## src/retry_arb_map.vh

```
// Register map, field positions, reset values and thresholds for the
// secondary retry limiter and arbiter enables.
// Assumes inclusion by bare name from the design files.
`ifndef RETRY_ARB_MAP_VH
`define RETRY_ARB_MAP_VH

// ----------------------------------------------------------------
// Offsets
// ----------------------------------------------------------------
`define RETRY_LIMIT_OFFSET 8'h40
`define MISC_CTRL_OFFSET 8'h44
`define RETRY_STATUS_OFFSET 8'h4C

// ----------------------------------------------------------------
// Fields and reset values
// ----------------------------------------------------------------
`define RETRY_CODE_MSB 3
`define RETRY_CODE_RESET 4'h0
`define INT_ARB_EN_BIT 30
`define LINE_ARB_EN_MSB 29
`define LINE_ARB_EN_LSB 26
`define PARITY_POLICY_BIT 24
`define INT_ARB_EN_RESET 1'h1
`define LINE_ARB_EN_RESET 4'hF

// ----------------------------------------------------------------
// Retry thresholds
// ----------------------------------------------------------------
`define RETRY_LIMIT_256 32'h00000100
`define RETRY_LIMIT_64K 32'h00010000
`define RETRY_LIMIT_16M 32'h01000000
`define RETRY_LIMIT_2G 32'h80000000

`endif

```

## src/retry_limiter.v

```verilog
// Retry limiter: counts retry terminations of the bridge's own request.
// Assumes one retry pulse per terminated attempt, and a done pulse when
// the request completes or is given up by its owner.
`timescale 1ns/10ps
`include "retry_arb_map.vh"

module retry_limiter #(
    parameter CNT_W = 32
) (
    input wire ref_clk,
    input wire resetn,
    input wire [3:0] limitCode,
    input wire reqActive,
    input wire retryPulse,
    input wire reqDone,
    output wire expirePulse,
    output wire [CNT_W-1:0] retryCount
);
    reg [CNT_W-1:0] count_q;
    reg [CNT_W-1:0] limit;
    reg expired_q;

    // ----------------------------------------------------------------
    // Threshold decode
    // ----------------------------------------------------------------
    always @* begin
        case (limitCode)
            4'h1: limit = `RETRY_LIMIT_256;
            4'h2: limit = `RETRY_LIMIT_64K;
            4'h4: limit = `RETRY_LIMIT_16M;
            4'h8: limit = `RETRY_LIMIT_2G;
            // Zero and non one-hot codes never expire
            default: limit = {CNT_W{1'b0}};
        endcase
    end

    // Expiry on the retry that brings the count to the limit
    assign expirePulse = reqActive && retryPulse && !expired_q &&
        (limit != {CNT_W{1'b0}}) && (count_q + 1'b1 == limit);
    assign retryCount = count_q;

    // ----------------------------------------------------------------
    // Counter
    // ----------------------------------------------------------------
    always @(posedge ref_clk) begin
        if (!resetn) begin
            count_q <= {CNT_W{1'b0}};
            expired_q <= 1'b0;
        end else if (reqDone || !reqActive) begin
            count_q <= {CNT_W{1'b0}};
            expired_q <= 1'b0;
        end else if (retryPulse && !expired_q) begin
            // Saturates so a disabled limit cannot wrap
            if (count_q != {CNT_W{1'b1}}) begin
                count_q <= count_q + 1'b1;
            end
            if (expirePulse) begin
                expired_q <= 1'b1;
            end
        end
    end
endmodule

```

## src/secondary_retry_and_arb_enables.v

```verilog
// Secondary-side retry limiter and arbiter request enables with an
// AXI4-Lite register slave.
// Assumes secondary bus events arrive as synchronous pulses on ref_clk.
//
// Functional notes
// - Count retries per own request; drop request when count reaches limit.
// - Code zero disables expiry, retry forever; zero after reset.
// - Codes 1,2,4,8 give 256, 64K, 16M, 2G retry thresholds.
// - Bit 30 admits internal requests to arbitration; resets to one.
// - Bits 29..26 enable external request lines 3..0; reset to ones.
//
// Implementation choice: the AXI4-Lite register port.
`timescale 1ns/10ps
`include "retry_arb_map.vh"

module secondary_retry_and_arb_enables #(
    parameter CNT_W = 32
) (
    input wire ref_clk,
    input wire resetn,
    input wire [7:0] s_axi_awaddr,
    input wire s_axi_awvalid,
    output wire s_axi_awready,
    input wire [31:0] s_axi_wdata,
    input wire [3:0] s_axi_wstrb,
    input wire s_axi_wvalid,
    output wire s_axi_wready,
    output reg [1:0] s_axi_bresp,
    output reg s_axi_bvalid,
    input wire s_axi_bready,
    input wire [7:0] s_axi_araddr,
    input wire s_axi_arvalid,
    output wire s_axi_arready,
    output reg [31:0] s_axi_rdata,
    output reg [1:0] s_axi_rresp,
    output reg s_axi_rvalid,
    input wire s_axi_rready,
    input wire intReqIn,
    input wire [3:0] extRequestLines,
    output wire intReqToArb,
    output wire [3:0] extReqToArb,
    input wire ownReqActive,
    input wire ownRetry,
    input wire ownReqDone,
    output reg ownReqDiscard,
    input wire npWriteDataParityErr,
    output reg parityErrorOutput,
    output reg npWriteTerminate,
    output reg npWriteEnqueueBlock
);
    reg [3:0] retryCode_q;
    reg intArbEn_q;
    reg [3:0] lineArbEn_q;
    reg retryExpired_q;
    reg parityDetected_q;
    reg awHeld_q;
    reg wHeld_q;
    reg [7:0] awAddr_q;
    reg [31:0] wData_q;
    reg [3:0] wStrb_q;
    wire expirePulse;
    wire [CNT_W-1:0] retryCount;
    wire doWrite;
    wire clrRetry;
    wire clrParity;
    wire [7:0] rdWordAddr;

    // ----------------------------------------------------------------
    // Retry limiter
    // ----------------------------------------------------------------
    // Count is full width so the 2G limit is reachable; software sees 24 bits
    retry_limiter #(
        .CNT_W(CNT_W)
    ) limiter (
        .ref_clk(ref_clk),
        .resetn(resetn),
        .limitCode(retryCode_q),
        .reqActive(ownReqActive),
        .retryPulse(ownRetry),
        .reqDone(ownReqDone),
        .expirePulse(expirePulse),
        .retryCount(retryCount)
    );

    // ----------------------------------------------------------------
    // Arbiter request gating
    // ----------------------------------------------------------------
    assign intReqToArb = intReqIn && intArbEn_q;
    assign extReqToArb = extRequestLines & lineArbEn_q;

    // ----------------------------------------------------------------
    // Event outputs
    // ----------------------------------------------------------------
    always @(posedge ref_clk) begin
        if (!resetn) begin
            ownReqDiscard <= 1'b0;
            parityErrorOutput <= 1'b0;
            npWriteTerminate <= 1'b0;
            npWriteEnqueueBlock <= 1'b0;
        end else begin
            ownReqDiscard <= expirePulse;
            // Fixed policy: report, terminate, never enqueue
            // A held error input repeats the pulse each cycle it stays high
            parityErrorOutput <= npWriteDataParityErr;
            npWriteTerminate <= npWriteDataParityErr;
            npWriteEnqueueBlock <= npWriteDataParityErr;
        end
    end

    // ----------------------------------------------------------------
    // AXI4-Lite write channel
    // ----------------------------------------------------------------
    // Address and data may arrive in either order; each is held once taken
    assign s_axi_awready = !awHeld_q && !s_axi_bvalid;
    assign s_axi_wready = !wHeld_q && !s_axi_bvalid;
    assign doWrite = awHeld_q && wHeld_q && !s_axi_bvalid;
    // Status clears act with the write itself, not with the response
    assign clrRetry = doWrite && (awAddr_q == `RETRY_STATUS_OFFSET) && wStrb_q[0] &&
        wData_q[0];
    assign clrParity = doWrite && (awAddr_q == `RETRY_STATUS_OFFSET) && wStrb_q[0] &&
        wData_q[1];

    always @(posedge ref_clk) begin
        if (!resetn) begin
            awHeld_q <= 1'b0;
            wHeld_q <= 1'b0;
            awAddr_q <= 8'h00;
            wData_q <= 32'h00000000;
            wStrb_q <= 4'h0;
            s_axi_bvalid <= 1'b0;
            s_axi_bresp <= 2'h0;
            retryCode_q <= `RETRY_CODE_RESET;
            intArbEn_q <= `INT_ARB_EN_RESET;
            lineArbEn_q <= `LINE_ARB_EN_RESET;
        end else begin
            if (s_axi_awvalid && s_axi_awready) begin
                awHeld_q <= 1'b1;
                awAddr_q <= {s_axi_awaddr[7:2], 2'h0};
            end
            if (s_axi_wvalid && s_axi_wready) begin
                wHeld_q <= 1'b1;
                wData_q <= s_axi_wdata;
                wStrb_q <= s_axi_wstrb;
            end
            if (doWrite) begin
                awHeld_q <= 1'b0;
                wHeld_q <= 1'b0;
                s_axi_bvalid <= 1'b1;
                s_axi_bresp <= 2'h0;
                if (awAddr_q == `RETRY_LIMIT_OFFSET) begin
                    if (wStrb_q[0]) begin
                        retryCode_q <= wData_q[`RETRY_CODE_MSB:0];
                    end
                end else if (awAddr_q == `MISC_CTRL_OFFSET) begin
                    // Enables sit in the top byte lane; bit 24 and reserved bits ignore writes
                    if (wStrb_q[3]) begin
                        intArbEn_q <= wData_q[`INT_ARB_EN_BIT];
                        lineArbEn_q <= wData_q[`LINE_ARB_EN_MSB:`LINE_ARB_EN_LSB];
                    end
                end else if (awAddr_q != `RETRY_STATUS_OFFSET) begin
                    s_axi_bresp <= 2'h2;
                end
            end else if (s_axi_bvalid && s_axi_bready) begin
                s_axi_bvalid <= 1'b0;
            end
        end
    end

    // ----------------------------------------------------------------
    // Sticky status, write one to clear; a new event wins over a clear
    // ----------------------------------------------------------------
    always @(posedge ref_clk) begin
        if (!resetn) begin
            retryExpired_q <= 1'b0;
            parityDetected_q <= 1'b0;
        end else begin
            if (expirePulse) begin
                retryExpired_q <= 1'b1;
            end else if (clrRetry) begin
                retryExpired_q <= 1'b0;
            end
            if (npWriteDataParityErr) begin
                parityDetected_q <= 1'b1;
            end else if (clrParity) begin
                parityDetected_q <= 1'b0;
            end
        end
    end

    // ----------------------------------------------------------------
    // AXI4-Lite read channel
    // ----------------------------------------------------------------
    assign s_axi_arready = !s_axi_rvalid;
    // Low address bits ignored: every register is one aligned word
    assign rdWordAddr = {s_axi_araddr[7:2], 2'h0};

    always @(posedge ref_clk) begin
        if (!resetn) begin
            s_axi_rvalid <= 1'b0;
            s_axi_rdata <= 32'h00000000;
            s_axi_rresp <= 2'h0;
        end else if (s_axi_arvalid && s_axi_arready) begin
            s_axi_rvalid <= 1'b1;
            s_axi_rresp <= 2'h0;
            s_axi_rdata <= 32'h00000000;
            if (rdWordAddr == `RETRY_LIMIT_OFFSET) begin
                s_axi_rdata <= {28'h0000000, retryCode_q};
            end else if (rdWordAddr == `MISC_CTRL_OFFSET) begin
                // Policy bit is fixed at one
                s_axi_rdata <= {1'b0, intArbEn_q, lineArbEn_q, 1'b0, 1'b1,
                    24'h000000};
            end else if (rdWordAddr == `RETRY_STATUS_OFFSET) begin
                // Count shown in the upper bits, truncated to 24
                s_axi_rdata <= {retryCount[23:0], 6'h00, parityDetected_q,
                    retryExpired_q};
            end else begin
                s_axi_rresp <= 2'h2;
            end
        end else if (s_axi_rvalid && s_axi_rready) begin
            s_axi_rvalid <= 1'b0;
        end
    end
endmodule

```

## config.mk

```make
export PLATFORM = sky130hd
export DESIGN_NAME = secondary_retry_and_arb_enables
export DESIGN_NICKNAME = d
export VERILOG_FILES = /design/src/retry_limiter.v /design/src/secondary_retry_and_arb_enables.v
export VERILOG_INCLUDE_DIRS = /design/src
export SDC_FILE = /design/constraint.sdc
export NUM_CORES = 1
export LEC_CHECK = 0
export ABC_AREA = 1
export ABC_CLOCK_PERIOD_IN_PS = 3850
export BUFFER_PORTS_ARGS = -buffer_cell sky130_fd_sc_hd__buf_4
export CORE_AREA = 5 5 128 130
export DETAILED_ROUTE_END_ITERATION = 7
export DIE_AREA = 0 0 133 135
export GPL_TIMING_DRIVEN = 0
export HOLD_SLACK_MARGIN = 0.08
export SLEW_MARGIN = 30
export SYNTH_ARGS = -nofsm -noshare
export SYNTH_HDL_FRONTEND = slang
export SYNTH_SLANG_ARGS = --single-unit
```

## constraint.sdc

```tcl
create_clock -name ref_clk -period 3.85 [get_ports ref_clk]
set_input_delay 0.1925 -clock ref_clk [delete_from_list [all_inputs] [get_ports ref_clk]]
set_output_delay 0.1925 -clock ref_clk [all_outputs]
set_load 0.01 [all_outputs]
```

Word level (Yosys, flattened, before mapping)
Cells that the tools add are included.

storage, ports and cells
  register bits = 127
  output and inout port bits = 50
  word-level logic and storage cells = 91

operators by class
  add/subtract/negate cells = 1
  equality and inequality tests = 13
  muxes and demuxes = 18
  bitwise gates (word level) = 3
  reduce and logical (&&, ||, !) cells = 37

operator list
  operator               number
  $pmux 32 s4            1
  $mux 32                3
  $eq 6x5->1 const B     6
  $add 32x1->32 const B  1
  $eq 32x32->1           1
  $ne 32x32->1 const B   1
  $reduce_bool 32->1     1
  $logic_and 1x1->1      19
  $mux 2                 6
  $mux 1                 8
  $reduce_bool 2->1      4
  $logic_not 1->1        6
  $ne 6x5->1 const B     1
  $and 4x4->4            1
  $eq 4x1->1 const B     1
  $eq 4x2->1 const B     1
  $eq 4x3->1 const B     1
  $eq 4x4->1 const B     1
  $reduce_and 2->1       2
  $reduce_and 4->1       1
  $reduce_or 2->1        2
  $reduce_and 3->1       1
  $not 1->1              2
  $logic_or 1x1->1       1

Longest topological paths before layout
Gate-level depths: netlist (run 1).

  depth after elaboration = 7
  depth in mapped cells = 14
  mapped depth without buffers = 14

By module
From an unflattened synthesis (run 1), not the netlist that was laid out.

second synthesis, totals
  cells, all modules = 788
  area total of the unflattened synthesis = 5141.2 µm²

modules (own cells, without submodules)
  module                           instances  cells each  area each (µm²)
  secondary_retry_and_arb_enables  1          357         2676.3
  retry_limiter                    1          431         2464.9

Worst setup path after synthesis (run 1)
OpenSTA, ideal clock, no wires.

  path type = reg2reg
  start point = register limiter.count_q[0], in the netlist limiter.retryCount[0]
  end point = register limiter.expired_q
  setup time = 0.074 ns
  arrival = 1.698 ns
  setup slack = 2.078 ns
  stages on the path, launching flop included = 14
  path buffers = 0
  clock period less this slack = 1.772 ns
  path through = dfxtp_1 ha_1 nand2_1 nor2_4 nand2_1 nor2_4 nand3_1 nand2_1 nand2_1 nor2_1 nand3_1 nor2_1 nand2_1 a21oi_1

between the ends
  word-level cells in the longest chain between the ends = 4

RTL lines
  element                            line                RTL
  from (decl)                        retry_limiter.v:19  reg [CNT_W-1:0] count_q;
  from (signal assigned)             retry_limiter.v:47  count_q <= {CNT_W{1'b0}};
  from (signal assigned)             retry_limiter.v:50  count_q <= {CNT_W{1'b0}};
  from (signal assigned)             retry_limiter.v:55  count_q <= count_q + 1'b1;
  $add 32x1->32                      retry_limiter.v:39  (limit != {CNT_W{1'b0}}) && (count_q + 1'b1 == limit);
  $eq 32x32->1                       retry_limiter.v:39
  $logic_and 1x1->1                  retry_limiter.v:39
  $reduce_and 2->1 (no source line)  n/a
  to (signal assigned)               retry_limiter.v:48  expired_q <= 1'b0;
  to (signal assigned)               retry_limiter.v:51  expired_q <= 1'b0;
  to (signal assigned)               retry_limiter.v:58  expired_q <= 1'b1;
  to (decl)                          retry_limiter.v:21  reg expired_q;

Every way passes these cells.
A chain may end at the register's enable or synchronous reset.

Final worst setup path (run 1)
Same ends and word-level chain as after synthesis.

==> results of run 1 <==
## cell families after synthesis
| family | count (synthesis) | synth area share, % |
|---|---|---|
| xor+xnor | 5 | 1.12 |
| fa+ha+maj | 1 | 0.243 |
| other cells | 1 | 0.0727 |
| compound gates | 122 | 12.9 |
| buf+inv | 109 | 8.76 |
| flops | 97 | 37.7 |
| simple gates | 440 | 39.2 |
## worst min-delay path, delay by kind of cell
kind	cells	cell delay [ns]
AO/OA/AOI/OAI	1	0.07
buffers and inverters	1	0.07
AND/OR/NAND/NOR	1	0.07
## final timing paths
check / start / to / slack, ns / cells past startpoint
hold / removal: s_axi_wdata[3] / wData_q[3]$_SDFFE_PN0P_ / 0.09 / 3
setup / recovery: limiter.retryCount[0]$_SDFFE_PP0P_ / limiter.expired_q$_SDFFE_PP0P_ / 1.48 / 13
hold reg to reg: awAddr_q[6]$_SDFFE_PN0P_ / awAddr_q[6]$_SDFFE_PN0P_ / 0.46 / 2
setup reg to reg: limiter.retryCount[0]$_SDFFE_PP0P_ / limiter.expired_q$_SDFFE_PP0P_ / 1.48 / 13
## layout make-up
type | instances | area [um2]
fillers | 1618 | 8680
clock inverters | 4 | 35.0
well taps | 188 | 235
inverters | 79 | 297
plain buffers | 30 | 155
repair buffers | 85 | 646
clock buffers | 12 | 267
multi-input cells | 574 | 2780
flip-flops and latches | 97 | 1940
## routing by layer
metal | vias to the layer above | track usage (%) | routed length (um)
li1 | 2688 | - | -
met1 | 2275 | 21.6 | 6490
met2 | 158 | 29.6 | 7390
met3 | 24 | 4.28 | 1170
met4 | 0 | 7.10 | 379
met5 | - | 0 | 0
## timing repair
item                                   in CTS  in global routing
resized for setup                           0                  0
endpoints found under the hold margin       4                  0
hold buffers                                3                  0
## registers in the layout, indices dropped and copies added, names as in the netlist, 2 cells and up
register	flops
lineArbEn_q	4
retryCode_q	4
limiter.retryCount	32
wStrb_q	2
awAddr_q	6
wData_q	9
s_axi_rdata	28
## power breakdown
| group | internal, mW | total [mW] | switching, mW |
|---|---|---|---|
| Sequential | 1.03 | 1.06 | 0.0255 |
| Combinational | 0.0883 | 0.211 | 0.123 |
| Clock | 0.498 | 0.911 | 0.414 |
## synth_stat cells
master / n
o21ai_0: 49
clkbuf_1: 12
o21bai_4: 1
nand4_1: 16
nor3_2: 1
dfxtp_1: 97
buf_1: 2
o311ai_0: 2
nor3_1: 7
nand3b_1: 10
ha_1: 1
inv_2: 5
nor4_1: 1
clkinv_1: 1
conb_1: 1
xnor3_1: 1
a211oi_1: 8
nor2_4: 14
nand3_1: 43
a21oi_1: 52
buf_2: 7
o21a_1: 1
xnor2_1: 1
nand3b_2: 1
o21ai_1: 1
nor2_1: 110
inv_1: 73
nor2_2: 5
a31oi_1: 8
nand2_4: 4
buf_4: 9
nor2_8: 1
xor2_1: 3
and2_1: 1
nand3_2: 3
nand2_1: 211
nand2_2: 12
==> tab_implementation.tex, run 1 <==
\begin{tabular}{lr}
\hline
Metric & Value \\
\hline
\multicolumn{2}{l}{\textbf{Setup path}} \\
Family with the most delay on the worst path & simple AND/OR/NAND/NOR gates \\
Number of buffers and inverters on the critical path & 0 \\
Type of destination of the critical path & flip-flop \\
Critical Setup Path Class & reg2reg \\
Critical Path Source Type & flip-flop \\
Critical path fanouts, max & 6 \\
Arrival time worst endpoint & 2.64 ns \\
Cell Chain, Critical Path & ha\_1 > nand2\_1 > nor2\_4 > nand2\_1 > nor2\_4 > nand2\_1 > nand2\_1 > nand2\_1 > nor2\_1 > nand4\_1 > nor2\_1 > nand2\_1 > a21oi\_1 \\
Req. time, crit path & 4.12 ns \\
Slowest CP cell & dfxtp\_1 \\
Max stage delay on crit path & 0.49 ns \\
Critical path's most frequent cell & nand2\_1 \\
\multicolumn{2}{l}{\textbf{Timing}} \\
Final hold vios & 0 \\
Worst setup slack after layout & 1.48 ns \\
Tightest slew margin relative to the limit & 40.7\% \\
Worst hold-check slack & 0.0906 ns \\
Transition at the pin with the smallest max-transition slack & 0.883 ns \\
Unrepaired setup endpoints after global routing & false \\
Final min period & 2.37 ns \\
Maximum operating frequency & 422 MHz \\
Number of pins exceeding their max-slew limit in the final report & 0 \\
Final cycle utilization of the critical path & 61.5\% \\
Final-report setup violation count & 0 \\
Total negative setup slack & 0 ns \\
Worst-case clock skew & 0.00924 ns \\
\multicolumn{2}{l}{\textbf{Cells and area}} \\
Final net count & 945 \\
Most frequent cells in the layout & 211 x nand2\_1, 110 x nor2\_1, 97 x dfxtp\_1 \\
Most common library cell in the layout ignoring fill and taps & nand2\_1 \\
Antenna diode count & 0 \\
Area added between synthesis and finish & 23.3\% \\
Post-layout util & 42.3\% \\
Fin cells & 1069 \\
Area of all placed cells without fillers & 6360 um2 \\
Ratio of cells with drive above 1 in the final layout & 18.3\% \\
\multicolumn{2}{l}{\textbf{GRT}} \\
Final global-route overflow total & 0 \\
Pin count of the biggest net entering global routing & 17 \\
Antenna violations before repair & 0 \\
Vias in the first global route & 4934 \\
Overall fraction of global-route tracks in use & 17.6\% \\
First-pass GRT wire length & 25000 um \\
\multicolumn{2}{l}{\textbf{Yosys}} \\
Number of warnings printed during yosys synthesis & 0 \\
Average size of a mapped cell & 6.65 um2 \\
Mapped Cells & 775 \\
Register bit count reported by yosys & 97 \\
Sequential share of the synthesized area & 37.7\% \\
Library cell with the largest summed area after synthesis & dfxtp\_1 \\
Yosys top cell area share & 37.7\% \\
Post-synthesis cell type count & 37 \\
Main area contributors after synthesis & dfxtp\_1 38\%, nand2\_1 15\%, nor2\_1 8.0\%, inv\_1 5.3\%, a21oi\_1 5.0\% \\
Post-synthesis instance area & 5150 um2 \\
\multicolumn{2}{l}{\textbf{Placement}} \\
Half-perimeter wire length of the detailed placement result & 12300 um \\
Number of port buffers & 82 \\
Worst slack at placement & 1.55 ns \\
Post-DP Area & 6020 um2 \\
Routability Congestion & 0.908 \\
Cell Count Post-Placement & 1050 \\
\multicolumn{2}{l}{\textbf{Clock network}} \\
CTS clock-pin slew for the worst setup and hold paths & 0.08 ns \\
\# clock sinks & 97 \\
Clk root buf & clkbuf\_16 \\
CTS H-Tree Depth & 3 \\
Inserted Clock Buffers & 9 \\
Max Root-Sink Buffers & 2 \\
Post-CTS setup buffer count & 0 \\
Clock network latency to the later pin of the worst-skew pair & 0.36 ns \\
TritonCTS clock tree & yes \\
\multicolumn{2}{l}{\textbf{Drt}} \\
Number of nets still failing antenna checks after routing & 0 \\
Total length of routed wires & 15400 um \\
DR WL/cell & 14.4 um \\
Number of DRC markers in iteration 0 & 287 \\
Post-route DRC violation count & 0 \\
Via total after detailed routing & 5145 \\
First-pass detailed-route iteration total & 5 \\
Per-cell via count in the routed design & 4.81 \\
\multicolumn{2}{l}{\textbf{Floorplan}} \\
Std-Cell Core Area & 15000 um2 \\
Overall die width & 133 um \\
Die boundary height & 135 um \\
Top-Level Pins & 118 \\
Num rows & 45 \\
Starting density of the core & 34.3\% \\
Die area & 18000 um2 \\
\multicolumn{2}{l}{\textbf{Pwr}} \\
Areal power density over the cells & 343 nW/um2 \\
Cell leakage power & 2.74 nW \\
IR Drop Worst-Case VDD & 0.198 mV \\
Total chip power & 2.18 mW \\
\multicolumn{2}{l}{\textbf{Flow run}} \\
Max-cap viol count & 0 \\
\multicolumn{2}{l}{\textbf{Status}} \\
Result of the run & completed \\
\multicolumn{2}{l}{\textbf{Worst hold path}} \\
Hold crit path type & in2reg \\
\hline
\end{tabular}
No activity file was read; power rests on OpenSTA's default activity.
==> inputs of run 2 (changes only) <==
Settings changed: ABC_CLOCK_PERIOD_IN_PS 3850 to 1900.
Clock period 3.85 ns to 1.9 ns, I/O delays scaled along.
==> tab_implementation.tex, run 2 (synthesis results as in run 1) <==
\begin{tabular}{lr}
\hline
Metric & Value \\
\hline
\multicolumn{2}{l}{\textbf{Timing}} \\
Transition at the pin with the smallest max-transition slack & 0.941 ns (was 0.883 ns) \\
Final hold vios & 0 (unchanged) \\
Final min period & 1.96 ns (was 2.37 ns) \\
Final cycle utilization of the critical path & 103\% (was 61.5\%) \\
Worst setup slack after layout & -0.0557 ns (was 1.48 ns) \\
Maximum operating frequency & 511 MHz (was 422 MHz) \\
Tightest slew margin relative to the limit & 36.8\% (was 40.7\%) \\
Unrepaired setup endpoints after global routing & true (was false) \\
Number of pins exceeding their max-slew limit in the final report & 0 (unchanged) \\
Final-report setup violation count & 3 (was 0) \\
Worst-case clock skew & 0.00929 ns (was 0.00924 ns) \\
\multicolumn{2}{l}{\textbf{Clock network}} \\
Clock network latency to the later pin of the worst-skew pair & 0.36 ns (about the same) \\
CTS clock-pin slew for the worst setup and hold paths & 0.07 ns (was 0.08 ns) \\
CTS H-Tree Depth & 3 (unchanged) \\
TritonCTS clock tree & yes (unchanged) \\
\# clock sinks & 97 (unchanged) \\
Max Root-Sink Buffers & 2 (unchanged) \\
Clk root buf & clkbuf\_16 (unchanged) \\
Inserted Clock Buffers & 9 (unchanged) \\
\multicolumn{2}{l}{\textbf{GRT}} \\
Vias in the first global route & 5095 (was 4934) \\
Pin count of the biggest net entering global routing & 17 (unchanged) \\
Global-route met3 utilization & 4.32\% (was 4.28\%) \\
First-pass GRT wire length & 25600 um (was 25000 um) \\
Met2 usage in global routing & 30.8\% (was 29.6\%) \\
Overall fraction of global-route tracks in use & 18.0\% (was 17.6\%) \\
Global routing met1 resource utilization & 21.7\% (was 21.6\%) \\
Antenna violations before repair & 0 (unchanged) \\
Final global-route overflow total & 0 (unchanged) \\
Most Crowded Layer GR & met2 (unchanged) \\
\multicolumn{2}{l}{\textbf{Drt}} \\
Total length of routed wires & 15900 um (was 15400 um) \\
Post-route DRC violation count & 0 (unchanged) \\
First-pass detailed-route iteration total & 4 (was 5) \\
Number of DRC markers in iteration 0 & 287 (unchanged) \\
Number of nets still failing antenna checks after routing & 0 (unchanged) \\
Per-cell via count in the routed design & 4.82 (was 4.81) \\
Via total after detailed routing & 5293 (was 5145) \\
DR WL/cell & 14.5 um (was 14.4 um) \\
\multicolumn{2}{l}{\textbf{Cells and area}} \\
Most common library cell in the layout ignoring fill and taps & nand2\_1 (unchanged) \\
Most frequent cells in the layout & 199 x nand2\_1, 99 x buf\_4, 97 x nor2\_1 (was 211 x nand2\_1, 110 x nor2\_1, 97 x dfxtp\_1) \\
Count of filler cells inserted in the layout & 1549 (was 1618) \\
Area added between synthesis and finish & 32.8\% (was 23.3\%) \\
Total area of multi-input combinational cells & 2940 um2 (was 2780 um2) \\
Ratio of cells with drive above 1 in the final layout & 24.9\% (was 18.3\%) \\
Final net count & 973 (was 945) \\
Number of flip-flops in the largest register & 32 (unchanged) \\
Antenna diode count & 0 (unchanged) \\
Area occupied by registers & 1990 um2 (was 1940 um2) \\
\multicolumn{2}{l}{\textbf{Pwr}} \\
Logic pwr share & 10.8\% (was 9.7\%) \\
Cell leakage power & 2.95 nW (was 2.74 nW) \\
Total chip power & 4.46 mW (was 2.18 mW) \\
Internal Pwr Total & 3.31 mW (was 1.62 mW) \\
Net Sw Power & 1.15 mW (was 0.562 mW) \\
IR Drop Worst-Case VDD & 0.394 mV (was 0.198 mV) \\
Switching power as a share of total power & 25.8\% (was 25.7\%) \\
Sequential cell fraction of total power & 48.0\% (was 48.6\%) \\
Clock power share & 41.2\% (was 41.8\%) \\
Areal power density over the cells & 652 nW/um2 (was 343 nW/um2) \\
\multicolumn{2}{l}{\textbf{Floorplan}} \\
Overall die width & 133 um (unchanged) \\
Die area & 18000 um2 (unchanged) \\
Starting density of the core & 34.3\% (unchanged) \\
Top-Level Pins & 118 (unchanged) \\
Die boundary height & 135 um (unchanged) \\
Std-Cell Core Area & 15000 um2 (unchanged) \\
Num rows & 45 (unchanged) \\
\multicolumn{2}{l}{\textbf{Flow run}} \\
Max-cap viol count & 0 (unchanged) \\
\multicolumn{2}{l}{\textbf{Placement}} \\
Number of port buffers & 82 (unchanged) \\
Routability Congestion & 0.908 (unchanged) \\
Worst slack at placement & -0.405 ns (was 1.55 ns) \\
Half-perimeter wire length of the detailed placement result & 12300 um (unchanged) \\
\multicolumn{2}{l}{\textbf{Setup path}} \\
Arrival time worst endpoint & 2.24 ns (was 2.64 ns) \\
Type of destination of the critical path & flip-flop (unchanged) \\
Critical path fanouts, max & 7 (was 6) \\
Critical Setup Path Class & reg2reg (unchanged) \\
Req. time, crit path & 2.18 ns (was 4.12 ns) \\
Critical Path Source Type & flip-flop (unchanged) \\
\multicolumn{2}{l}{\textbf{Status}} \\
Result of the run & finished with violations (was completed) \\
Violated checks & negative setup slack \\
\multicolumn{2}{l}{\textbf{Worst hold path}} \\
Hold crit path type & in2reg (unchanged) \\
\hline
\end{tabular}
==> run 2: cell count changes in the layout (fill, tap and decap cells not counted), sizes merged <==
cell	delta
clkbuf	+1
buf	+7
dlygate4sd3	+20
==> run 2: worst paths after layout <==
kind                                            from                              to  slack [ns]  cells after the start
hold / removal                          s_axi_wvalid        wData_q[26]$_SDFFE_PN0P_        0.14                      5
hold reg to reg             awAddr_q[6]$_SDFFE_PN0P_        awAddr_q[6]$_SDFFE_PN0P_        0.46                      2
setup / recovery  limiter.retryCount[1]$_SDFFE_PP0P_  limiter.expired_q$_SDFFE_PP0P_       -0.06                     13
setup reg to reg  limiter.retryCount[1]$_SDFFE_PP0P_  limiter.expired_q$_SDFFE_PP0P_       -0.06                     13
==> run 2: critical path, stage by stage (launching register included) <==
cell and delay (ns):
dfxtp_4 0.40, ha_4 0.17, nand2_4 0.05, nor2_4 0.16, nand2_4 0.13, o21bai_4 0.18, nand2_2 0.07, nor2_1 0.08
nand2_1 0.06, nor2_1 0.11, nand3_1 0.09, nor2_1 0.11, nand2_1 0.11, a21oi_2 0.15
==> run 2: metrics by stage <==
step	std cells	cell area, um2	hold WS (ns)	TNS [ns]	utilization [%]
floorplan	780	5170	0.207	0	-
global route	1097	6850	0.172	-0.665	45.6
finish	1097	6850	0.139	-0.155	45.6
CTS	1095	6660	0.124	-0.117	44.3
detailed placement	1050	6020	0.324	-6.46	40.1
global placement	1050	6020	0.327	-5.93	40.1
==> run 2: power groups by stage <==
stage               logic [mW]  registers, mW  clock network [mW]
finish                   0.480           2.14                1.84
global route             0.540           2.15                1.98
CTS                      0.469           2.15                1.90
detailed placement       0.426           2.19                   0
global placement         0.424           2.19                   0
floorplan                0.247           2.18                   0
==> run 2: area by class of cell <==
class | instances | area share (%)
multi-input cells | 574 | 42.9
flip-flops and latches | 97 | 29.0
repair buffers | 113 | 13.3
inverters | 79 | 4.33
clock buffers | 12 | 3.89
well taps | 188 | 3.44
plain buffers | 30 | 2.59
clock inverters | 4 | 0.512
==> run 2: metal layers <==
metal	part of all wire [%]	wire (um)
met1	42	6680
met2	49	7780
met3	6.8	1080
met4	2.4	378
met5	0	0
==> run 2: what timing repair did <==
item | 4_1_cts | 5_1_grt
endpoints found under the hold margin | 26 | 0
hold buffers | 23 | 0
gates resized for setup | 22 | 67
pin swaps | 10 | 27
buffers inserted | 6 | 2
setup endpoints to repair | 55 | 52
